### config.mk
export PLATFORM = sky130hd
export DESIGN_NAME = lljl_core
export DESIGN_NICKNAME = d
export VERILOG_FILES = /design/src/hdl/lljl_pkg.sv /design/src/hdl/lljl_core.sv /design/src/hdl/lljl_jitter_fifo.sv
export VERILOG_INCLUDE_DIRS = /design/src /design/src/hdl
export SDC_FILE = /design/constraint.sdc
export NUM_CORES = 1
export LEC_CHECK = 0
export BUFFER_PORTS_ARGS = -buffer_cell sky130_fd_sc_hd__buf_4
export CAP_MARGIN = 10
export CELL_PAD_IN_SITES_DETAIL_PLACEMENT = 1
export CELL_PAD_IN_SITES_GLOBAL_PLACEMENT = 1
export CORE_MARGIN = 3
export CORE_UTILIZATION = 53
export CTS_BUF_LIST = sky130_fd_sc_hd__clkbuf_4
export DETAILED_ROUTE_END_ITERATION = 10
export GPL_TIMING_DRIVEN = 0
export PLACE_DENSITY = 0.8
export SLEW_MARGIN = 20
export SYNTH_ARGS = -nofsm -noshare
export SYNTH_HDL_FRONTEND = slang
export SYNTH_SLANG_ARGS = --single-unit
### constraint.sdc
create_clock -name clk_i -period 7.6 [get_ports clk_i]
set_clock_uncertainty 0.1 [all_clocks]
set_input_delay 0.38 -clock clk_i [delete_from_list [all_inputs] [get_ports clk_i]]
set_output_delay 0.38 -clock clk_i [all_outputs]
set_load 0.01 [all_outputs]
### src/hdl/lljl_regs.svh
// Purpose: offsets, field positions, reset values and counts of the line supervision block
// Assumes: 16-bit register data, 4-bit word address
// Notes: definitions only
`ifndef LLJL_REGS_SVH
`define LLJL_REGS_SVH

// ==========================================================
// register offsets
`define LLJL_ADDR_CTRL 4'h0
`define LLJL_ADDR_STATUS 4'h1
`define LLJL_ADDR_LATCHED 4'h2

// ==========================================================
// control register fields
`define LLJL_CTRL_E1 0
`define LLJL_CTRL_CRIT_LONG 1
`define LLJL_CTRL_DEPTH 2
`define LLJL_CTRL_PATH_LO 3
`define LLJL_CTRL_PATH_HI 4
`define LLJL_CTRL_LOCAL_LOOP 5
`define LLJL_CTRL_REMOTE_LOOP 6
`define LLJL_CTRL_ANALOG_LOOP 7
`define LLJL_CTRL_AUTO_AIS 8
`define LLJL_CTRL_SENS_LO 10
`define LLJL_CTRL_SENS_HI 15
`define LLJL_CTRL_RESET 16'h3010

// ==========================================================
// status and latched status fields
`define LLJL_STAT_LOS 0
`define LLJL_STAT_FILL_LO 1
`define LLJL_STAT_FILL_HI 8
`define LLJL_STAT_LEVEL_LO 9
`define LLJL_STAT_LEVEL_HI 14
`define LLJL_LAT_CARRIER_LOSS 0
`define LLJL_LAT_JITTER_TRIP 3
`define LLJL_LATCHED_RESET 16'h0000

// ==========================================================
// loss detection counts, in bit periods, and levels in dB of cable loss
`define LLJL_LOS_WIN_BITS 12'h0c0
`define LLJL_LOS_LONG_BITS 12'h800
`define LLJL_ONES_MIN 8'h18
`define LLJL_ZERO_RUN_MAX 7'h64
`define LLJL_HYST_DB 7'h03
`define LLJL_SENS_SH_MIN 6'h0c
`define LLJL_SENS_SH_MAX 6'h12
`define LLJL_SENS_LH_MIN 6'h1e
`define LLJL_SENS_LH_T1_MAX 6'h26
`define LLJL_SENS_LH_E1_MAX 6'h2d

// ==========================================================
// jitter attenuator
`define LLJL_JA_DEPTH_SHORT 8'h20
`define LLJL_JA_DEPTH_LONG 8'h80
`define LLJL_JA_LIMIT_SHORT 8'h1c
`define LLJL_JA_LIMIT_LONG 8'h78
`define LLJL_JA_SHIFT_T1 4'h6
`define LLJL_JA_SHIFT_E1 4'h9
`define LLJL_JA_PER_RESET 16'h01a0
`define LLJL_JA_SLACK 8'h04

`endif

### src/hdl/lljl_pkg.sv
// Purpose: types shared by the line supervision block
// Assumes: nothing
// Notes: constants live in lljl_regs.svh
package lljl_pkg;

    // ==========================================================
    // types
    typedef enum logic [0:0] {
        LLJL_ST_SIGNAL = 1'b0,
        LLJL_ST_LOSS = 1'b1
    } lljl_los_state_t;

    typedef enum logic [1:0] {
        LLJL_JA_OFF = 2'b00,
        LLJL_JA_TX = 2'b01,
        LLJL_JA_RX = 2'b10,
        LLJL_JA_OFF2 = 2'b11
    } lljl_ja_path_t;

    typedef struct packed {
        logic p;
        logic n;
    } lljl_rail_t;

    typedef struct packed {
        logic [5:0] sens_db;
        logic unused9;
        logic auto_all_ones_on_loss;
        logic analog_loop_enable;
        logic remote_loop_enable;
        logic local_loop_enable;
        logic jitter_path_select_hi;
        logic jitter_path_select_lo;
        logic jitter_depth_select;
        logic crit_long;
        logic e1_mode;
    } lljl_ctrl_t;

endpackage : lljl_pkg

### src/hdl/lljl_core.sv
// Purpose: loss of signal supervision, jitter attenuator placement and line loopbacks
// Assumes: line, framer and clock pins are asynchronous to clk_i and slow against it
// Notes: registers at word offsets 0 to 2, reads answer one cycle later
//
// Design decisions made here: the plain strobed port and the register offsets.
`timescale 1ns/1ps
`default_nettype none
`include "lljl_regs.svh"

module lljl_core #(
    parameter int JA_DEPTH = 128
) (
    input wire logic clk_i,
    input wire logic rst_i,
    input wire logic [3:0] reg_addr_i,
    input wire logic [15:0] reg_wdata_i,
    input wire logic reg_we_i,
    input wire logic reg_re_i,
    output logic [15:0] reg_rdata_o,
    input wire logic rx_line_in_p_i,
    input wire logic rx_line_in_n_i,
    input wire logic rx_clock_i,
    input wire logic [5:0] rx_level_db_i,
    input wire lljl_pkg::lljl_rail_t tx_rail_i,
    input wire logic tx_clock_in_i,
    input wire logic master_clock_i,
    output lljl_pkg::lljl_rail_t rx_serial_data_o,
    output logic rx_clock_o,
    output logic tx_line_out_p_o,
    output logic tx_line_out_n_o,
    output logic tx_line_clock_o,
    output logic rx_carrier_loss_o
);
    import lljl_pkg::*;

    // ==========================================================
    // helpers
    // sensitivity is forced into the short or long haul band; there is no haul bit
    function automatic logic [5:0] sens_clamp(input logic [5:0] s, input logic e1);
        logic [5:0] lh_max;
        lh_max = e1 ? `LLJL_SENS_LH_E1_MAX : `LLJL_SENS_LH_T1_MAX;
        if (s < `LLJL_SENS_SH_MIN) begin
            sens_clamp = `LLJL_SENS_SH_MIN;
        end else if (s > `LLJL_SENS_SH_MAX && s < `LLJL_SENS_LH_MIN) begin
            sens_clamp = `LLJL_SENS_LH_MIN;
        end else if (s > lh_max) begin
            sens_clamp = lh_max;
        end else begin
            sens_clamp = s;
        end
    endfunction : sens_clamp

    function automatic logic rise(input logic now, input logic was);
        rise = now && !was;
    endfunction : rise

    // ==========================================================
    // pin synchronisers: two flops, then one more for edge finding
    localparam int NPIN = 7;
    logic [NPIN-1:0] pin_s1_reg, pin_s2_reg, pin_s3_reg;
    logic [5:0] lvl_s1_reg, lvl_s2_reg;
    wire [NPIN-1:0] pins = {master_clock_i, tx_clock_in_i, tx_rail_i.p, tx_rail_i.n,
                            rx_clock_i, rx_line_in_p_i, rx_line_in_n_i};

    always_ff @(posedge clk_i) begin
        if (rst_i) begin
            pin_s1_reg <= '0;
            pin_s2_reg <= '0;
            pin_s3_reg <= '0;
            lvl_s1_reg <= 6'h3f;
            lvl_s2_reg <= 6'h3f;
        end else begin
            pin_s1_reg <= pins;
            pin_s2_reg <= pin_s1_reg;
            pin_s3_reg <= pin_s2_reg;
            lvl_s1_reg <= rx_level_db_i;
            lvl_s2_reg <= lvl_s1_reg;
        end
    end

    wire mclk_lvl = pin_s2_reg[6];
    wire mclk_edge = rise(pin_s2_reg[6], pin_s3_reg[6]);
    wire txc_edge = rise(pin_s2_reg[5], pin_s3_reg[5]);
    lljl_rail_t tx_frm;
    assign tx_frm = '{p: pin_s2_reg[4], n: pin_s2_reg[3]};
    wire rclk_lvl = pin_s2_reg[2];
    wire rclk_edge = rise(pin_s2_reg[2], pin_s3_reg[2]);
    lljl_rail_t rx_pin;
    assign rx_pin = '{p: pin_s2_reg[1], n: pin_s2_reg[0]};

    // ==========================================================
    // registers
    lljl_ctrl_t ctrl_reg;
    logic [15:0] latched_reg;
    logic [15:0] rdata_reg;
    lljl_los_state_t los_reg;
    logic los_d_reg;
    logic [7:0] fill;
    logic ja_trip;

    wire wr_ctrl = reg_we_i && (reg_addr_i == `LLJL_ADDR_CTRL);
    wire wr_lat = reg_we_i && (reg_addr_i == `LLJL_ADDR_LATCHED);
    wire [5:0] sens_w = sens_clamp(reg_wdata_i[`LLJL_CTRL_SENS_HI:`LLJL_CTRL_SENS_LO],
                                   reg_wdata_i[`LLJL_CTRL_E1]);
    wire [15:0] ctrl_w = {sens_w, 1'b0, reg_wdata_i[8:0]};
    wire los = (los_reg == LLJL_ST_LOSS);
    wire [15:0] lat_set = ({15'h0000, rise(los, los_d_reg)} << `LLJL_LAT_CARRIER_LOSS) |
                          ({15'h0000, ja_trip} << `LLJL_LAT_JITTER_TRIP);
    // set wins over a write-one-to-clear in the same cycle
    wire [15:0] lat_clr = wr_lat ? reg_wdata_i : 16'h0000;
    wire [15:0] latched_next = (latched_reg & ~lat_clr) | lat_set;
    wire [15:0] status = {1'b0, lvl_s2_reg, fill, los};
    wire [15:0] rd_mux = (reg_addr_i == `LLJL_ADDR_CTRL) ? ctrl_reg :
                         (reg_addr_i == `LLJL_ADDR_STATUS) ? status :
                         (reg_addr_i == `LLJL_ADDR_LATCHED) ? latched_reg : 16'h0000;

    always_ff @(posedge clk_i) begin
        if (rst_i) begin
            ctrl_reg <= `LLJL_CTRL_RESET;
            latched_reg <= `LLJL_LATCHED_RESET;
            rdata_reg <= 16'h0000;
            los_d_reg <= 1'b0;
        end else begin
            if (wr_ctrl) begin
                ctrl_reg <= ctrl_w;
            end
            latched_reg <= latched_next;
            rdata_reg <= reg_re_i ? rd_mux : 16'h0000;
            los_d_reg <= los;
        end
    end

    assign reg_rdata_o = rdata_reg;
    assign rx_carrier_loss_o = los;

    // ==========================================================
    // loopback routing
    logic txo_p_reg, txo_n_reg, txo_clk_reg;
    logic txo_edge_reg;
    wire alb = ctrl_reg.analog_loop_enable;
    wire loc = ctrl_reg.local_loop_enable;
    wire rem = ctrl_reg.remote_loop_enable;

    // line receiver input; in analog loop the line pins are ignored
    lljl_rail_t line_rx;
    assign line_rx = alb ? '{p: txo_p_reg, n: txo_n_reg} : rx_pin;
    wire line_edge = alb ? txo_edge_reg : rclk_edge;
    wire line_clk_lvl = alb ? txo_clk_reg : rclk_lvl;
    wire [5:0] line_lvl = alb ? 6'h00 : lvl_s2_reg;

    // receive path source: framer transmit data in local or dual loop
    lljl_rail_t rxp_data;
    assign rxp_data = loc ? tx_frm : line_rx;
    wire rxp_edge = loc ? txc_edge : line_edge;

    // transmit path source: received data in remote or dual loop
    lljl_rail_t txp_data;
    assign txp_data = rem ? line_rx : tx_frm;
    wire txp_edge = rem ? line_edge : txc_edge;

    // ==========================================================
    // jitter attenuator placement
    lljl_ja_path_t path;
    assign path = lljl_ja_path_t'({ctrl_reg.jitter_path_select_hi, ctrl_reg.jitter_path_select_lo});
    wire ja_rx = (path == LLJL_JA_RX);
    wire ja_tx = (path == LLJL_JA_TX);
    lljl_rail_t ja_in, ja_out;
    logic ja_rd, ja_rclk;
    assign ja_in = ja_tx ? txp_data : rxp_data;
    wire ja_wr = ja_tx ? txp_edge : (ja_rx ? rxp_edge : 1'b0);

    lljl_jitter_fifo #(
        .DEPTH(JA_DEPTH),
        .AW($clog2(JA_DEPTH))
    ) u_fifo (
        .clk_i(clk_i),
        .rst_i(rst_i),
        .depth_long_i(ctrl_reg.jitter_depth_select),
        .e1_i(ctrl_reg.e1_mode),
        .wr_i(ja_wr),
        .wdata_i(ja_in),
        .rdata_o(ja_out),
        .rd_stb_o(ja_rd),
        .rclk_o(ja_rclk),
        .fill_o(fill),
        .trip_o(ja_trip)
    );

    // ==========================================================
    // loss of signal detector, one step per recovered bit period
    logic [11:0] win_reg, win_next;
    logic [7:0] ones_reg, ones_next;
    logic [6:0] zrun_reg, zrun_next;
    lljl_los_state_t los_next;
    wire [6:0] sens7 = {1'b0, ctrl_reg.sens_db};
    wire below_decl = ({1'b0, line_lvl} >= sens7 + `LLJL_HYST_DB);
    wire at_sens = ({1'b0, line_lvl} <= sens7);
    wire long_crit = ctrl_reg.e1_mode && ctrl_reg.crit_long;
    wire [11:0] need = long_crit ? `LLJL_LOS_LONG_BITS : `LLJL_LOS_WIN_BITS;
    wire good_one = at_sens && (line_rx.p || line_rx.n);
    wire [11:0] win_inc = win_reg + 12'h001;
    wire [7:0] ones_inc = ones_reg + {7'h00, good_one};
    wire [6:0] zrun_inc = good_one ? 7'h00 : zrun_reg + 7'h01;

    always_comb begin
        los_next = los_reg;
        win_next = win_reg;
        ones_next = ones_reg;
        zrun_next = zrun_reg;
        if (line_edge) begin
            unique case (los_reg)
                LLJL_ST_SIGNAL: begin
                    ones_next = 8'h00;
                    zrun_next = 7'h00;
                    if (!below_decl) begin
                        win_next = 12'h000;
                    end else if (win_inc == need) begin
                        los_next = LLJL_ST_LOSS;
                        win_next = 12'h000;
                    end else begin
                        win_next = win_inc;
                    end
                end
                LLJL_ST_LOSS: begin
                    if (ctrl_reg.e1_mode) begin
                        if (!at_sens) begin
                            win_next = 12'h000;
                        end else if (win_inc == `LLJL_LOS_WIN_BITS) begin
                            los_next = LLJL_ST_SIGNAL;
                            win_next = 12'h000;
                        end else begin
                            win_next = win_inc;
                        end
                    end else if (zrun_inc == `LLJL_ZERO_RUN_MAX) begin
                        win_next = 12'h000;
                        ones_next = 8'h00;
                        zrun_next = 7'h00;
                    end else if (win_inc == `LLJL_LOS_WIN_BITS) begin
                        if (ones_inc >= `LLJL_ONES_MIN) begin
                            los_next = LLJL_ST_SIGNAL;
                        end
                        win_next = 12'h000;
                        ones_next = 8'h00;
                        zrun_next = 7'h00;
                    end else begin
                        win_next = win_inc;
                        ones_next = ones_inc;
                        zrun_next = zrun_inc;
                    end
                end
            endcase
        end
    end

    always_ff @(posedge clk_i) begin
        if (rst_i) begin
            los_reg <= LLJL_ST_SIGNAL;
            win_reg <= 12'h000;
            ones_reg <= 8'h00;
            zrun_reg <= 7'h00;
        end else begin
            los_reg <= los_next;
            win_reg <= win_next;
            ones_reg <= ones_next;
            zrun_reg <= zrun_next;
        end
    end

    // ==========================================================
    // receive outputs to the framer
    lljl_rail_t rxo_reg;
    logic rxo_clk_reg;
    wire rx_stb = ja_rx ? ja_rd : rxp_edge;
    wire rx_clk_src = los && !loc ? mclk_lvl :
                      ja_rx ? ja_rclk : (loc ? pin_s2_reg[5] : line_clk_lvl);

    always_ff @(posedge clk_i) begin
        if (rst_i) begin
            rxo_reg <= '0;
            rxo_clk_reg <= 1'b0;
        end else begin
            if (rx_stb) begin
                rxo_reg <= ja_rx ? ja_out : rxp_data;
            end
            rxo_clk_reg <= rx_clk_src;
        end
    end

    assign rx_serial_data_o = rxo_reg;
    assign rx_clock_o = rxo_clk_reg;

    // ==========================================================
    // transmit line outputs; all ones alternates marks for a balanced line
    logic ais_pol_reg;
    wire ais = los && ctrl_reg.auto_all_ones_on_loss;
    wire tx_stb = ais ? mclk_edge : (ja_tx ? ja_rd : txp_edge);
    lljl_rail_t tx_bit;
    assign tx_bit = ais ? '{p: !ais_pol_reg, n: ais_pol_reg} : (ja_tx ? ja_out : txp_data);

    always_ff @(posedge clk_i) begin
        if (rst_i) begin
            txo_p_reg <= 1'b0;
            txo_n_reg <= 1'b0;
            txo_clk_reg <= 1'b0;
            txo_edge_reg <= 1'b0;
            ais_pol_reg <= 1'b0;
        end else begin
            if (tx_stb) begin
                txo_p_reg <= tx_bit.p;
                txo_n_reg <= tx_bit.n;
                ais_pol_reg <= ais ? !ais_pol_reg : 1'b0;
            end
            txo_clk_reg <= ais ? mclk_lvl : (ja_tx ? ja_rclk : (rem ? line_clk_lvl : pin_s2_reg[5]));
            txo_edge_reg <= tx_stb;
        end
    end

    assign tx_line_out_p_o = txo_p_reg;
    assign tx_line_out_n_o = txo_n_reg;
    assign tx_line_clock_o = txo_clk_reg;

endmodule : lljl_core
`default_nettype wire

### src/hdl/lljl_jitter_fifo.sv
// Purpose: jitter attenuator fifo with a smoothed read clock
// Assumes: wr_i is a one-cycle strobe per input bit
// Notes: read rate follows a low-pass average of the write period
`timescale 1ns/1ps
`default_nettype none
`include "lljl_regs.svh"

module lljl_jitter_fifo #(
    parameter int DEPTH = 128,
    parameter int AW = 7
) (
    input wire logic clk_i,
    input wire logic rst_i,
    input wire logic depth_long_i,
    input wire logic e1_i,
    input wire logic wr_i,
    input wire lljl_pkg::lljl_rail_t wdata_i,
    output lljl_pkg::lljl_rail_t rdata_o,
    output logic rd_stb_o,
    output logic rclk_o,
    output logic [7:0] fill_o,
    output logic trip_o
);
    import lljl_pkg::*;

    // ==========================================================
    // storage and pointers
    lljl_rail_t mem [DEPTH];
    logic [AW-1:0] wp_reg, rp_reg;
    logic [7:0] fill_reg;
    logic [15:0] meas_reg, per_reg, rcnt_reg;
    logic trip_reg, cen_reg;

    wire [7:0] depth = depth_long_i ? `LLJL_JA_DEPTH_LONG : `LLJL_JA_DEPTH_SHORT;
    wire [7:0] limit = depth_long_i ? `LLJL_JA_LIMIT_LONG : `LLJL_JA_LIMIT_SHORT;
    wire [7:0] half = depth >> 1;
    wire [AW-1:0] wrap = AW'(depth - 8'h01);
    wire empty = (fill_reg == 8'h00);
    wire full = (fill_reg == depth);
    wire [3:0] shift = e1_i ? `LLJL_JA_SHIFT_E1 : `LLJL_JA_SHIFT_T1;

    // period average in 12.4 fixed point; a gapped input only stretches the average
    wire [15:0] meas_fx = {meas_reg[11:0], 4'h0};
    wire signed [16:0] per_err = $signed({1'b0, meas_fx}) - $signed({1'b0, per_reg});
    wire signed [16:0] per_step = per_err >>> shift;
    wire [15:0] per_new = 16'(($signed({1'b0, per_reg}) + per_step));
    // fill steering: drain faster when more than LLJL_JA_SLACK above half, slower when more than LLJL_JA_SLACK below
    wire [11:0] per_int = per_reg[15:4];
    wire [11:0] per_adj = (fill_reg > half + `LLJL_JA_SLACK) ? per_int - 12'h001 :
                          (fill_reg + `LLJL_JA_SLACK < half) ? per_int + 12'h001 : per_int;
    wire rd_tick = ({4'h0, per_adj} <= rcnt_reg + 16'h0001);
    wire do_rd = rd_tick && !empty && cen_reg;
    wire do_wr = wr_i && !full;
    wire [7:0] dev = (fill_reg > half) ? fill_reg - half : half - fill_reg;
    wire over = cen_reg && ({dev, 1'b0} > {1'b0, limit});

    always_ff @(posedge clk_i) begin
        if (rst_i) begin
            wp_reg <= '0;
            rp_reg <= '0;
            fill_reg <= 8'h00;
            cen_reg <= 1'b0;
            meas_reg <= 16'h0000;
            per_reg <= `LLJL_JA_PER_RESET;
            rcnt_reg <= 16'h0000;
            trip_reg <= 1'b0;
        end else begin
            if (do_wr) begin
                mem[wp_reg] <= wdata_i;
                wp_reg <= (wp_reg == wrap) ? '0 : wp_reg + 1'b1;
            end
            if (do_rd) begin
                rp_reg <= (rp_reg == wrap) ? '0 : rp_reg + 1'b1;
            end
            fill_reg <= fill_reg + {7'h00, do_wr} - {7'h00, do_rd};
            meas_reg <= wr_i ? 16'h0001 : ((meas_reg == 16'h0fff) ? meas_reg : meas_reg + 16'h0001);
            if (wr_i) begin
                per_reg <= per_new;
            end
            rcnt_reg <= rd_tick ? 16'h0000 : rcnt_reg + 16'h0001;
            trip_reg <= (over || (wr_i && full)) && !trip_reg;
            cen_reg <= (cen_reg && !empty) || (fill_reg >= half);
        end
    end

    assign rdata_o = mem[rp_reg];
    assign rd_stb_o = do_rd;
    assign rclk_o = (rcnt_reg < {5'h00, per_adj[11:1]});
    assign fill_o = fill_reg;
    assign trip_o = trip_reg;

endmodule : lljl_jitter_fifo
`default_nettype wire

==> flow_summary.ini, run 1 <==
[run_status]
status = finished clean

[place]
dp_cells = 2576
pre_cts_ws_ns = -0.0386
place_congestion = 0.892
portBuffers = 58
dp_hpwl_um = 46700
placedInstanceArea_mm2 = 0.0231

[global_routing]
grt_pass1_wl_um = 106000
grt_max_degree = 129
first_global_vias = 18700
grt-ovfl-total = 0
antenna_found_initial = 4
grt_usage_pct = 30.9

[finish]
regArea_mm2 = 0.0115
postLayoutCoreUtil_pct = 62.3
largest_register = u_fifo.mem
n_fill_cell = 4322
multi_input_comb_area_mm2 = 0.00989
instances_no_fill = 2841
area_growth_pct = 14.4
largest_reg_flops = 256
nets = 2351
final_cell_area_mm2 = 0.0252
final_layout_size_suffix_gt1_share_pct = 15.9

[critical_path]
rr_endpoint = u_fifo.fill_o[7]
reg2reg_from = ctrl_reg[2]
critPathKind = flip-flop to flip-flop
required_ns = 8.22
crit_fanout = 10
critPathTopFamily = compound AO/OA/AOI/OAI gates
crit_path_end_kind = flip-flop
arrival_ns = 7.63
r2r_cells = 26
rrSetupSlack_ns = 0.59
slowest_delay_ns = 0.56
crit_buf_inv = 3
start_kind = flip-flop
slowest_stage = or4b_1

[drt]
vias = 17300
drc = 0
wl_per_cell_um = 24.0
antenna_left = 0
vias_per_cell = 6.10
drt_iter0_markers = 1331
wl_um = 68100
drt_first_pass_iters = 5

[power]
irDropWorstVdd_mv = 0.133
power_density_mw_per_mm2 = 259
p_leak_nw = 8.87

[floorplan]
die_y_um = 210
core.rowCount = 73
start_util_pct = 54.5
ios = 60
die_area_mm2 = 0.0440
die_w_um = 210
core-area_mm2 = 0.0404

[yosys]
synth_enable_flop_cells = 256
synth_area_mm2 = 0.0220
synthCells = 1990
synth.distinct_cells = 86
postSynth.asyncResetShare_pct = 0
synth_most_common_cell = edfxtp_1
synthTopCellsByArea = edfxtp_1 (35%), dfxtp_1 (17%), mux4_2 (6.6%)
postSynthAreaPerCell_um2 = 11.1
synth_area_leader_cell = edfxtp_1
ys_seq_area_share_pct = 52.4
ys_ff_latch = 448
yosys_most_used_dff = edfxtp_1
synth_top_area_share_pct = 35.0
synthTopCellsByCount = edfxtp_1 (256), nor2_1 (254), dfxtp_1 (192)
yosysWarnings = 0

[timing]
period_minus_slack_ns = 7.01
setup_slack_ns = 0.586
worstMarginPinSlew_ns = 1.14
relSlewSlack_pct = 24.3
hold_viol = 0
setup_viol = 0
rsz0062_at_grt = false
finalSetupTns_ns = 0
fin_crit_sh_pct = 92.3
max_freq_mhz = 143
drv_slew = 0

[clock_network]
clk_pin_slew_ns = 0.07
clock-root-buffer = clkbuf_4
ctsHtreeMaxLevel = 3
cts_buffer_depth = 3
clock_sinks = 448
post_cts_buffers = 0
cts_buffers = 115
cts_tree = built
insertion_delay_ns = 0.92

[worst_hold_path]
worstHoldPathCells = 3
hold_start = rx_level_db_i[0]
hold_path_class = input port to flip-flop
min_to = lvl_s1_reg[0]

[job]
maxCapViolations = 0
-- cell families after synthesis --
| family | count (synthesis) | share of synthesized area, % |
|---|---|---|
| AND/OR/NAND/NOR | 740 | 16.1 |
| XOR/XNOR | 97 | 3.86 |
| multiplexers | 105 | 8.45 |
| buffers and inverters | 153 | 2.99 |
| other | 1 | 0.0170 |
| AO/OA/AOI/OAI | 342 | 10.2 |
| flip-flops | 448 | 52.4 |
| adder cells (fa/ha/maj) | 104 | 5.98 |
-- tightest hold or removal path: stages --
cell,delay (ns)
dlygate4sd3_1,0.52
buf_4,0.10
or2_2,0.09
-- cell usage in the layout (no fill, tap or decap), drive strengths merged, types with 64 or more instances in the layout --
master,netlist,final
inv,64,67
edfxtp,256,256
clkbuf,58,209
dfxtp,192,192
nor2,254,254
buf,30,88
a21oi,99,99
o21ai,70,70
ha,102,102
mux4,64,64
nand2,175,175
-- timing repair --
item	4_1_cts	5_1_grt
setup endpoints to repair	1	3
hold buffers	42	0
gates resized for setup	1	3
pin swaps	0	0
hold endpoints to repair	57	0
-- worst max-delay path by stage --
stage                      from          endpoint  depth (start not counted)
2_1_floorplan       ctrl_reg[2]  u_fifo.fill_o[7]                         26
3_3_place_gp        ctrl_reg[2]  u_fifo.fill_o[7]                         26
3_5_place_dp        ctrl_reg[2]  u_fifo.fill_o[7]                         26
4_1_cts             ctrl_reg[2]  u_fifo.fill_o[7]                         26
5_1_grt        u_fifo.fill_o[4]  u_fifo.fill_o[7]                         26
6_report            ctrl_reg[2]  u_fifo.fill_o[7]                         26
-- per-layer routing --
metal  up-vias  global-route usage [%]  share of wire [%]
li1       7852                       -                  -
met1      8634                    36.9                 39
met2       613                    53.2                 50
met3       227                    6.88                6.3
met4         4                    14.7                4.8
met5         -                       0              0.038
-- area by class of cell --
cell class,count,share of cell area (%)
inverter,65,0.969
antenna,7,0.0696
clock buffer,151,4.50
sequential,448,45.8
buffer,88,1.64
tap,525,2.61
timing repair buffer,100,3.40
clock inverter,65,1.70
multi-input combinational,1392,39.3
-- report_power, final --
part | leakage, nW | internal [mW] | total, mW | switching (mW)
sequential | 3.88 | 2.61 | 2.68 | 0.0693
clock | 0.900 | 1.12 | 2.22 | 1.10
combinational | 4.09 | 0.703 | 1.62 | 0.922
-- stage by stage --
step | hold WS, ns | total power, mW
after floorplan | 0.289 | 3.84
after global placement | 0.297 | 4.24
after detailed placement | 0.304 | 4.30
after CTS | 0.0710 | 6.52
after global routing | 0.0785 | 6.84
final | 0.147 | 6.52
No activity file was read; power rests on OpenSTA's default activity.
==> run 2, diff against run 1 <==
--- a/config.mk
+++ b/config.mk
@@ -8,14 +8,12 @@
 export LEC_CHECK = 0
 export BUFFER_PORTS_ARGS = -buffer_cell sky130_fd_sc_hd__buf_4
 export CAP_MARGIN = 10
-export CELL_PAD_IN_SITES_DETAIL_PLACEMENT = 1
-export CELL_PAD_IN_SITES_GLOBAL_PLACEMENT = 1
 export CORE_MARGIN = 3
-export CORE_UTILIZATION = 53
+export CORE_UTILIZATION = 60
 export CTS_BUF_LIST = sky130_fd_sc_hd__clkbuf_4
 export DETAILED_ROUTE_END_ITERATION = 10
 export GPL_TIMING_DRIVEN = 0
-export PLACE_DENSITY = 0.8
+export PLACE_DENSITY = 0.74
 export SLEW_MARGIN = 20
 export SYNTH_ARGS = -nofsm -noshare
 export SYNTH_HDL_FRONTEND = slang
==> run 2 against run 1 <==
  * Power down 4.1%
  * First-iteration DRC count rose by 2.5%
  * Critical path type unchanged
  * Combinational power decreased by 5%
  * Routed wire length decreased by 19%
  * Global-route usage is 2.2 points lower
  * Non-clock buffer count decreased by 3
  * Worst setup slack worse by 0.059 ns
  * Critical path depth unchanged
  * Final area shrank 0.93%
  * Count of clock-buffer cells in the layout increased by 13
  * Sequential cell count stayed put
==> flow_summary.ini, run 2 (synthesis gave the netlist of run 1 again) <==
[worst_hold_path]
hold_path_class = input port to flip-flop

[clock_network]
ctsHtreeMaxLevel = 3
clk_pin_slew_ns = 0.07
cts_tree = built
cts_buffers = 112
cts_buffer_depth = 3
insertion_delay_ns = 0.86
post_cts_buffers = 0
clock_sinks = 448
clock-root-buffer = clkbuf_4

[global_routing]
grt_usage_pct = 28.7
grt_max_degree = 129
antenna_found_initial = 3
grt_pass1_wl_um = 87000
first_global_vias = 16700
grt-ovfl-total = 0

[power]
power_density_mw_per_mm2 = 251
fin_total_pwr_mw = 6.25
p_sw_mw = 1.91
clkPwrFrac_pct = 32.4
internal_power_mw = 4.35
power_frac_comb_pct = 24.7
p_leak_nw = 8.84
sw_frac_of_total_pct = 30.5
irDropWorstVdd_mv = 0.135
seqPwrFrac_pct = 42.9

[run_status]
status = finished clean

[finish]
mostFrequentLayoutCell = edfxtp_1
largest_reg_flops = 256
final_layout_size_suffix_gt1_share_pct = 16.3
nets = 2345
instances_no_fill = 2758
largest_register = u_fifo.mem
n_fill_cell = 2632
layout_common_cells = edfxtp_1 (256), nor2_1 (254), dfxtp_1 (192)
area_growth_pct = 13.4
postLayoutCoreUtil_pct = 69.6
final_cell_area_mm2 = 0.0249

[critical_path]
start_kind = flip-flop
critPathKind = flip-flop to flip-flop
crit_fanout = 10
crit_path_end_kind = flip-flop
arrival_ns = 7.64
rrSetupSlack_ns = 0.53
required_ns = 8.17

[timing]
period_minus_slack_ns = 7.07
worstMarginPinSlew_ns = 0.944
finalSetupTns_ns = 0
setup_slack_ns = 0.527
drv_slew = 0
fin_crit_sh_pct = 93.1
whs_ns = 0.120
hold_viol = 0
setup_viol = 0
relSlewSlack_pct = 37.1
rsz0062_at_grt = false
max_freq_mhz = 141

[floorplan]
die_area_mm2 = 0.0390
die_w_um = 197
ios = 60
core-area_mm2 = 0.0358
core.rowCount = 69
die_y_um = 197
start_util_pct = 61.4

[place]
dp_hpwl_um = 38700
placedInstanceArea_mm2 = 0.0231
place_congestion = 0.942
dp_cells = 2512
portBuffers = 58
pre_cts_ws_ns = 0.173

[drt]
vias = 16700
drt_iter0_markers = 1364
drc = 0
antenna_left = 0
vias_per_cell = 6.07
wl_um = 55500
drt_first_pass_iters = 6
wl_per_cell_um = 20.1

[job]
maxCapViolations = 0
[run 2: changes by cell type in the layout (fill, tap and decap cells not counted), moves of 2 or more]
cell           before  now
clkinv_1           43   23
clkbuf_4          151  164
bufinv_16           5    1
diode_2             7    4
dlygate4sd3_1      42   39
clkinv_2           12   10
clkinvlp_4          2    0
[run 2: cell type report]
cell class / instances / area, um2 / share of cell area, %
repair buffers: 97 / 826 / 3.31
plain buffers: 88 / 413 / 1.66
well taps: 461 / 577 / 2.31
flip-flops and latches: 448 / 11500 / 46.2
clock inverters: 39 / 233 / 0.933
diodes: 4 / 10.0 / 0.0401
clock buffers: 164 / 1230 / 4.94
inverters: 65 / 244 / 0.979
multi-input cells: 1392 / 9870 / 39.6
[run 2: timing repair]
action                                  in CTS  in global routing
gates resized for setup                      0                  2
endpoints found under the setup margin       0                  3
endpoints found under the hold margin       57                  0
hold buffers                                39                  0
[run 2: worst paths after layout]
kind / from / endpoint / cells after the start
hold / removal: reg_addr_i[0] / reg_rdata_o[7] / 4
setup / recovery: ctrl_reg[2] / u_fifo.fill_o[7] / 26
hold reg to reg: lvl_s1_reg[5] / lvl_s2_reg[5] / 1
setup reg to reg: ctrl_reg[2] / u_fifo.fill_o[7] / 26
[run 2: per-layer routing]
| metal | wire length [um] | track usage (%) | vias to the layer above |
|---|---|---|---|
| met2 | 27500 | 49.1 | 646 |
| met1 | 21400 | 35.0 | 8074 |
| li1 | - | - | 7864 |
| met3 | 4120 | 5.94 | 163 |
| met4 | 2420 | 13.8 | 2 |
| met5 | 13 | 0 | - |
[run 2: power by group through the flow]
| stage | logic, mW | clock network [mW] | registers (mW) |
|---|---|---|---|
| 2_1_floorplan | 1.12 | 0 | 2.71 |
| 3_3_place_gp | 1.47 | 0 | 2.73 |
| 3_5_place_dp | 1.51 | 0 | 2.73 |
| 4_1_cts | 1.53 | 2.07 | 2.68 |
| 5_1_grt | 1.69 | 2.20 | 2.69 |
| 6_report | 1.54 | 2.03 | 2.68 |
[run 2: worst max-delay path, cell delays in order, from the launching register on]
cell and delay (ns):
dfxtp_1 0.57, inv_1 0.31, ha_1 0.42, and4bb_2 0.29, a32oi_2 0.47, nand4_1 0.28, or4_1 0.54, nor3_1 0.15
o21ai_1 0.12, xnor2_1 0.17, ha_1 0.32, nand4_1 0.13, a21oi_1 0.05, or4b_1 0.56, a31oi_2 0.40, buf_2 0.33
ha_1 0.19, inv_1 0.07, ha_1 0.26, a21o_1 0.17, a21oi_1 0.22, o21bai_1 0.09, a21oi_1 0.25, o21bai_1 0.09
a21oi_1 0.18, xnor2_1 0.14, nor2_1 0.05
==> run 3, diff against run 2 <==
--- a/config.mk
+++ b/config.mk
@@ -13,8 +13,8 @@
 export CTS_BUF_LIST = sky130_fd_sc_hd__clkbuf_4
 export DETAILED_ROUTE_END_ITERATION = 10
 export GPL_TIMING_DRIVEN = 0
-export PLACE_DENSITY = 0.74
-export SLEW_MARGIN = 20
+export PLACE_DENSITY = 0.82
+export RECOVER_POWER = 25
 export SYNTH_ARGS = -nofsm -noshare
 export SYNTH_HDL_FRONTEND = slang
 export SYNTH_SLANG_ARGS = --single-unit
==> run 3 against run 2 <==
  * The flow now finishes with violations (capacitance limit, slew limit)
  * Via count increased by 2.4%
  * Final cell count rose by 0.11%
  * Global-route usage grew 0.085 points
  * Worst setup slack lost 0.083 ns
  * Sequential power barely moved
  * Sequential share of layout area increased by 0.33 points
==> flow_summary.ini, run 3 (synthesis gave the netlist of run 1 again) <==
[run_status]
status = complete, but fails checks
violations = capacitance limit, slew limit

[critical_path]
crit_fanout = 10
arrival_ns = 7.75
rrSetupSlack_ns = 0.44
reg2reg_from = ctrl_reg[2]
rr_endpoint = u_fifo.fill_o[7]
critPathKind = flip-flop to flip-flop
required_ns = 8.19
start_kind = flip-flop
r2r_cells = 26
slowest_stage = dfxtp_1
crit_path_end_kind = flip-flop
slowest_delay_ns = 0.56

[timing]
whs_ns = 0.103
period_minus_slack_ns = 7.16
fin_crit_sh_pct = 94.2
worstMarginPinSlew_ns = 2.17
finalSetupTns_ns = 0
hold_viol = 0
rsz0062_at_grt = false
drv_slew = 63
relSlewSlack_pct = -44.6
max_freq_mhz = 140
setup_viol = 0

[finish]
nets = 2343
regArea_mm2 = 0.0115
layout_common_cells = edfxtp_1 (256), nor2_1 (254), dfxtp_1 (192)
final_cell_area_mm2 = 0.0248
area_growth_pct = 12.5
postLayoutCoreUtil_pct = 69.1
multi_input_comb_area_mm2 = 0.00983
largest_register = u_fifo.mem
largest_reg_flops = 256
final_layout_size_suffix_gt1_share_pct = 13.9
n_fill_cell = 2556
instances_no_fill = 2761
mostFrequentLayoutCell = edfxtp_1

[clock_network]
ctsHtreeMaxLevel = 3
cts_buffers = 108
clock_sinks = 448
post_cts_buffers = 0
cts_tree = built
insertion_delay_ns = 0.84
clk_pin_slew_ns = 0.07
clock-root-buffer = clkbuf_4
cts_buffer_depth = 3

[power]
seqPwrFrac_pct = 43.3
sw_frac_of_total_pct = 31.2
power_frac_comb_pct = 25.1
power_density_mw_per_mm2 = 250
irDropWorstVdd_mv = 0.135
clkPwrFrac_pct = 31.6
internal_power_mw = 4.26
p_sw_mw = 1.93
p_leak_nw = 8.67

[place]
place_congestion = 0.908
dp_cells = 2514
dp_hpwl_um = 38900
placedInstanceArea_mm2 = 0.0231
portBuffers = 58

[worst_hold_path]
min_to = reg_rdata_o[7]
hold_path_class = input port to flip-flop
worstHoldPathCells = 4
hold_start = reg_addr_i[0]

[floorplan]
die_area_mm2 = 0.0390
core.rowCount = 69
ios = 60
core-area_mm2 = 0.0358
start_util_pct = 61.4
die_w_um = 197
die_y_um = 197

[drt]
drt_first_pass_iters = 7
antenna_left = 0
drt_iter0_markers = 1849
wl_um = 56500
wl_per_cell_um = 20.5
vias_per_cell = 6.21
drc = 0
vias = 17100

[global_routing]
grt_max_degree = 88
antenna_found_initial = 3
grt_pass1_wl_um = 88500
first_global_vias = 17200
grt_usage_pct = 28.8
grt-ovfl-total = 0

[job]
maxCapViolations = 1
==> run 3: final cells by class <==
| class | instances | share of cell area (%) |
|---|---|---|
| Sequential cell | 448 | 46.6 |
| Multi-Input combinational cell | 1392 | 39.7 |
| Clock buffer | 141 | 4.28 |
| Timing Repair Buffer | 99 | 3.13 |
| Tap cell | 461 | 2.33 |
| Buffer | 88 | 1.67 |
| Clock inverter | 61 | 1.27 |
| Inverter | 65 | 0.986 |
| Antenna cell | 6 | 0.0607 |
==> run 3: how the worst max path moves through the flow <==
| stage | start | endpoint | slack, ns | cells past startpoint |
|---|---|---|---|---|
| after global placement | ctrl_reg[2] | u_fifo.fill_o[7] | 0.49 | 26 |
| final | ctrl_reg[2] | u_fifo.fill_o[7] | 0.44 | 26 |
| after detailed placement | ctrl_reg[2] | u_fifo.fill_o[7] | 0.38 | 26 |
| after floorplan | ctrl_reg[2] | u_fifo.fill_o[7] | 1.67 | 26 |
| after global routing | ctrl_reg[2] | u_fifo.fill_o[7] | 0.03 | 26 |
| after CTS | ctrl_reg[2] | u_fifo.fill_o[7] | 0.41 | 26 |
==> run 3: critical path, delay by kind of cell, from the launching register on <==
family / cells / cell delay (ns)
simple gates: 7 / 2.01
xor+xnor: 2 / 0.30
compound gates: 10 / 2.12
buf+inv: 3 / 0.73
fa+ha+maj: 4 / 1.20
flops: 1 / 0.56
==> run 3: power groups by stage <==
stage          registers [mW]  logic (mW)  clock network, mW
2_1_floorplan            2.71        1.12                  0
3_3_place_gp             2.73        1.46                  0
3_5_place_dp             2.73        1.51                  0
4_1_cts                  2.68        1.53               1.97
5_1_grt                  2.69        1.68               2.10
6_report                 2.68        1.55               1.95
==> run 3: what timing repair did <==
| item | 4_1_cts | 5_1_grt |
|---|---|---|
| hold endpoints to repair | 54 | 0 |
| gates resized for setup | 0 | 1 |
| endpoints found under the setup margin | 0 | 2 |
| hold buffers | 39 | 0 |
==> run 3: stage by stage <==
step | setup slack, ns | power (mW)
floorplan | 1.67 | 3.84
global placement | 0.492 | 4.19
detailed placement | 0.385 | 4.24
CTS | 0.412 | 6.18
global route | 0.0317 | 6.47
finish | 0.444 | 6.19
==> run 3: metal layers <==
metal / wire length (um) / part of all wire (%) / global-route usage, %
met3: 4930 / 8.7 / 5.59
met4: 2830 / 5.0 / 15.8
met2: 27200 / 48 / 48.2
met1: 21500 / 38 / 35.5
met5: 0 / 0 / 0
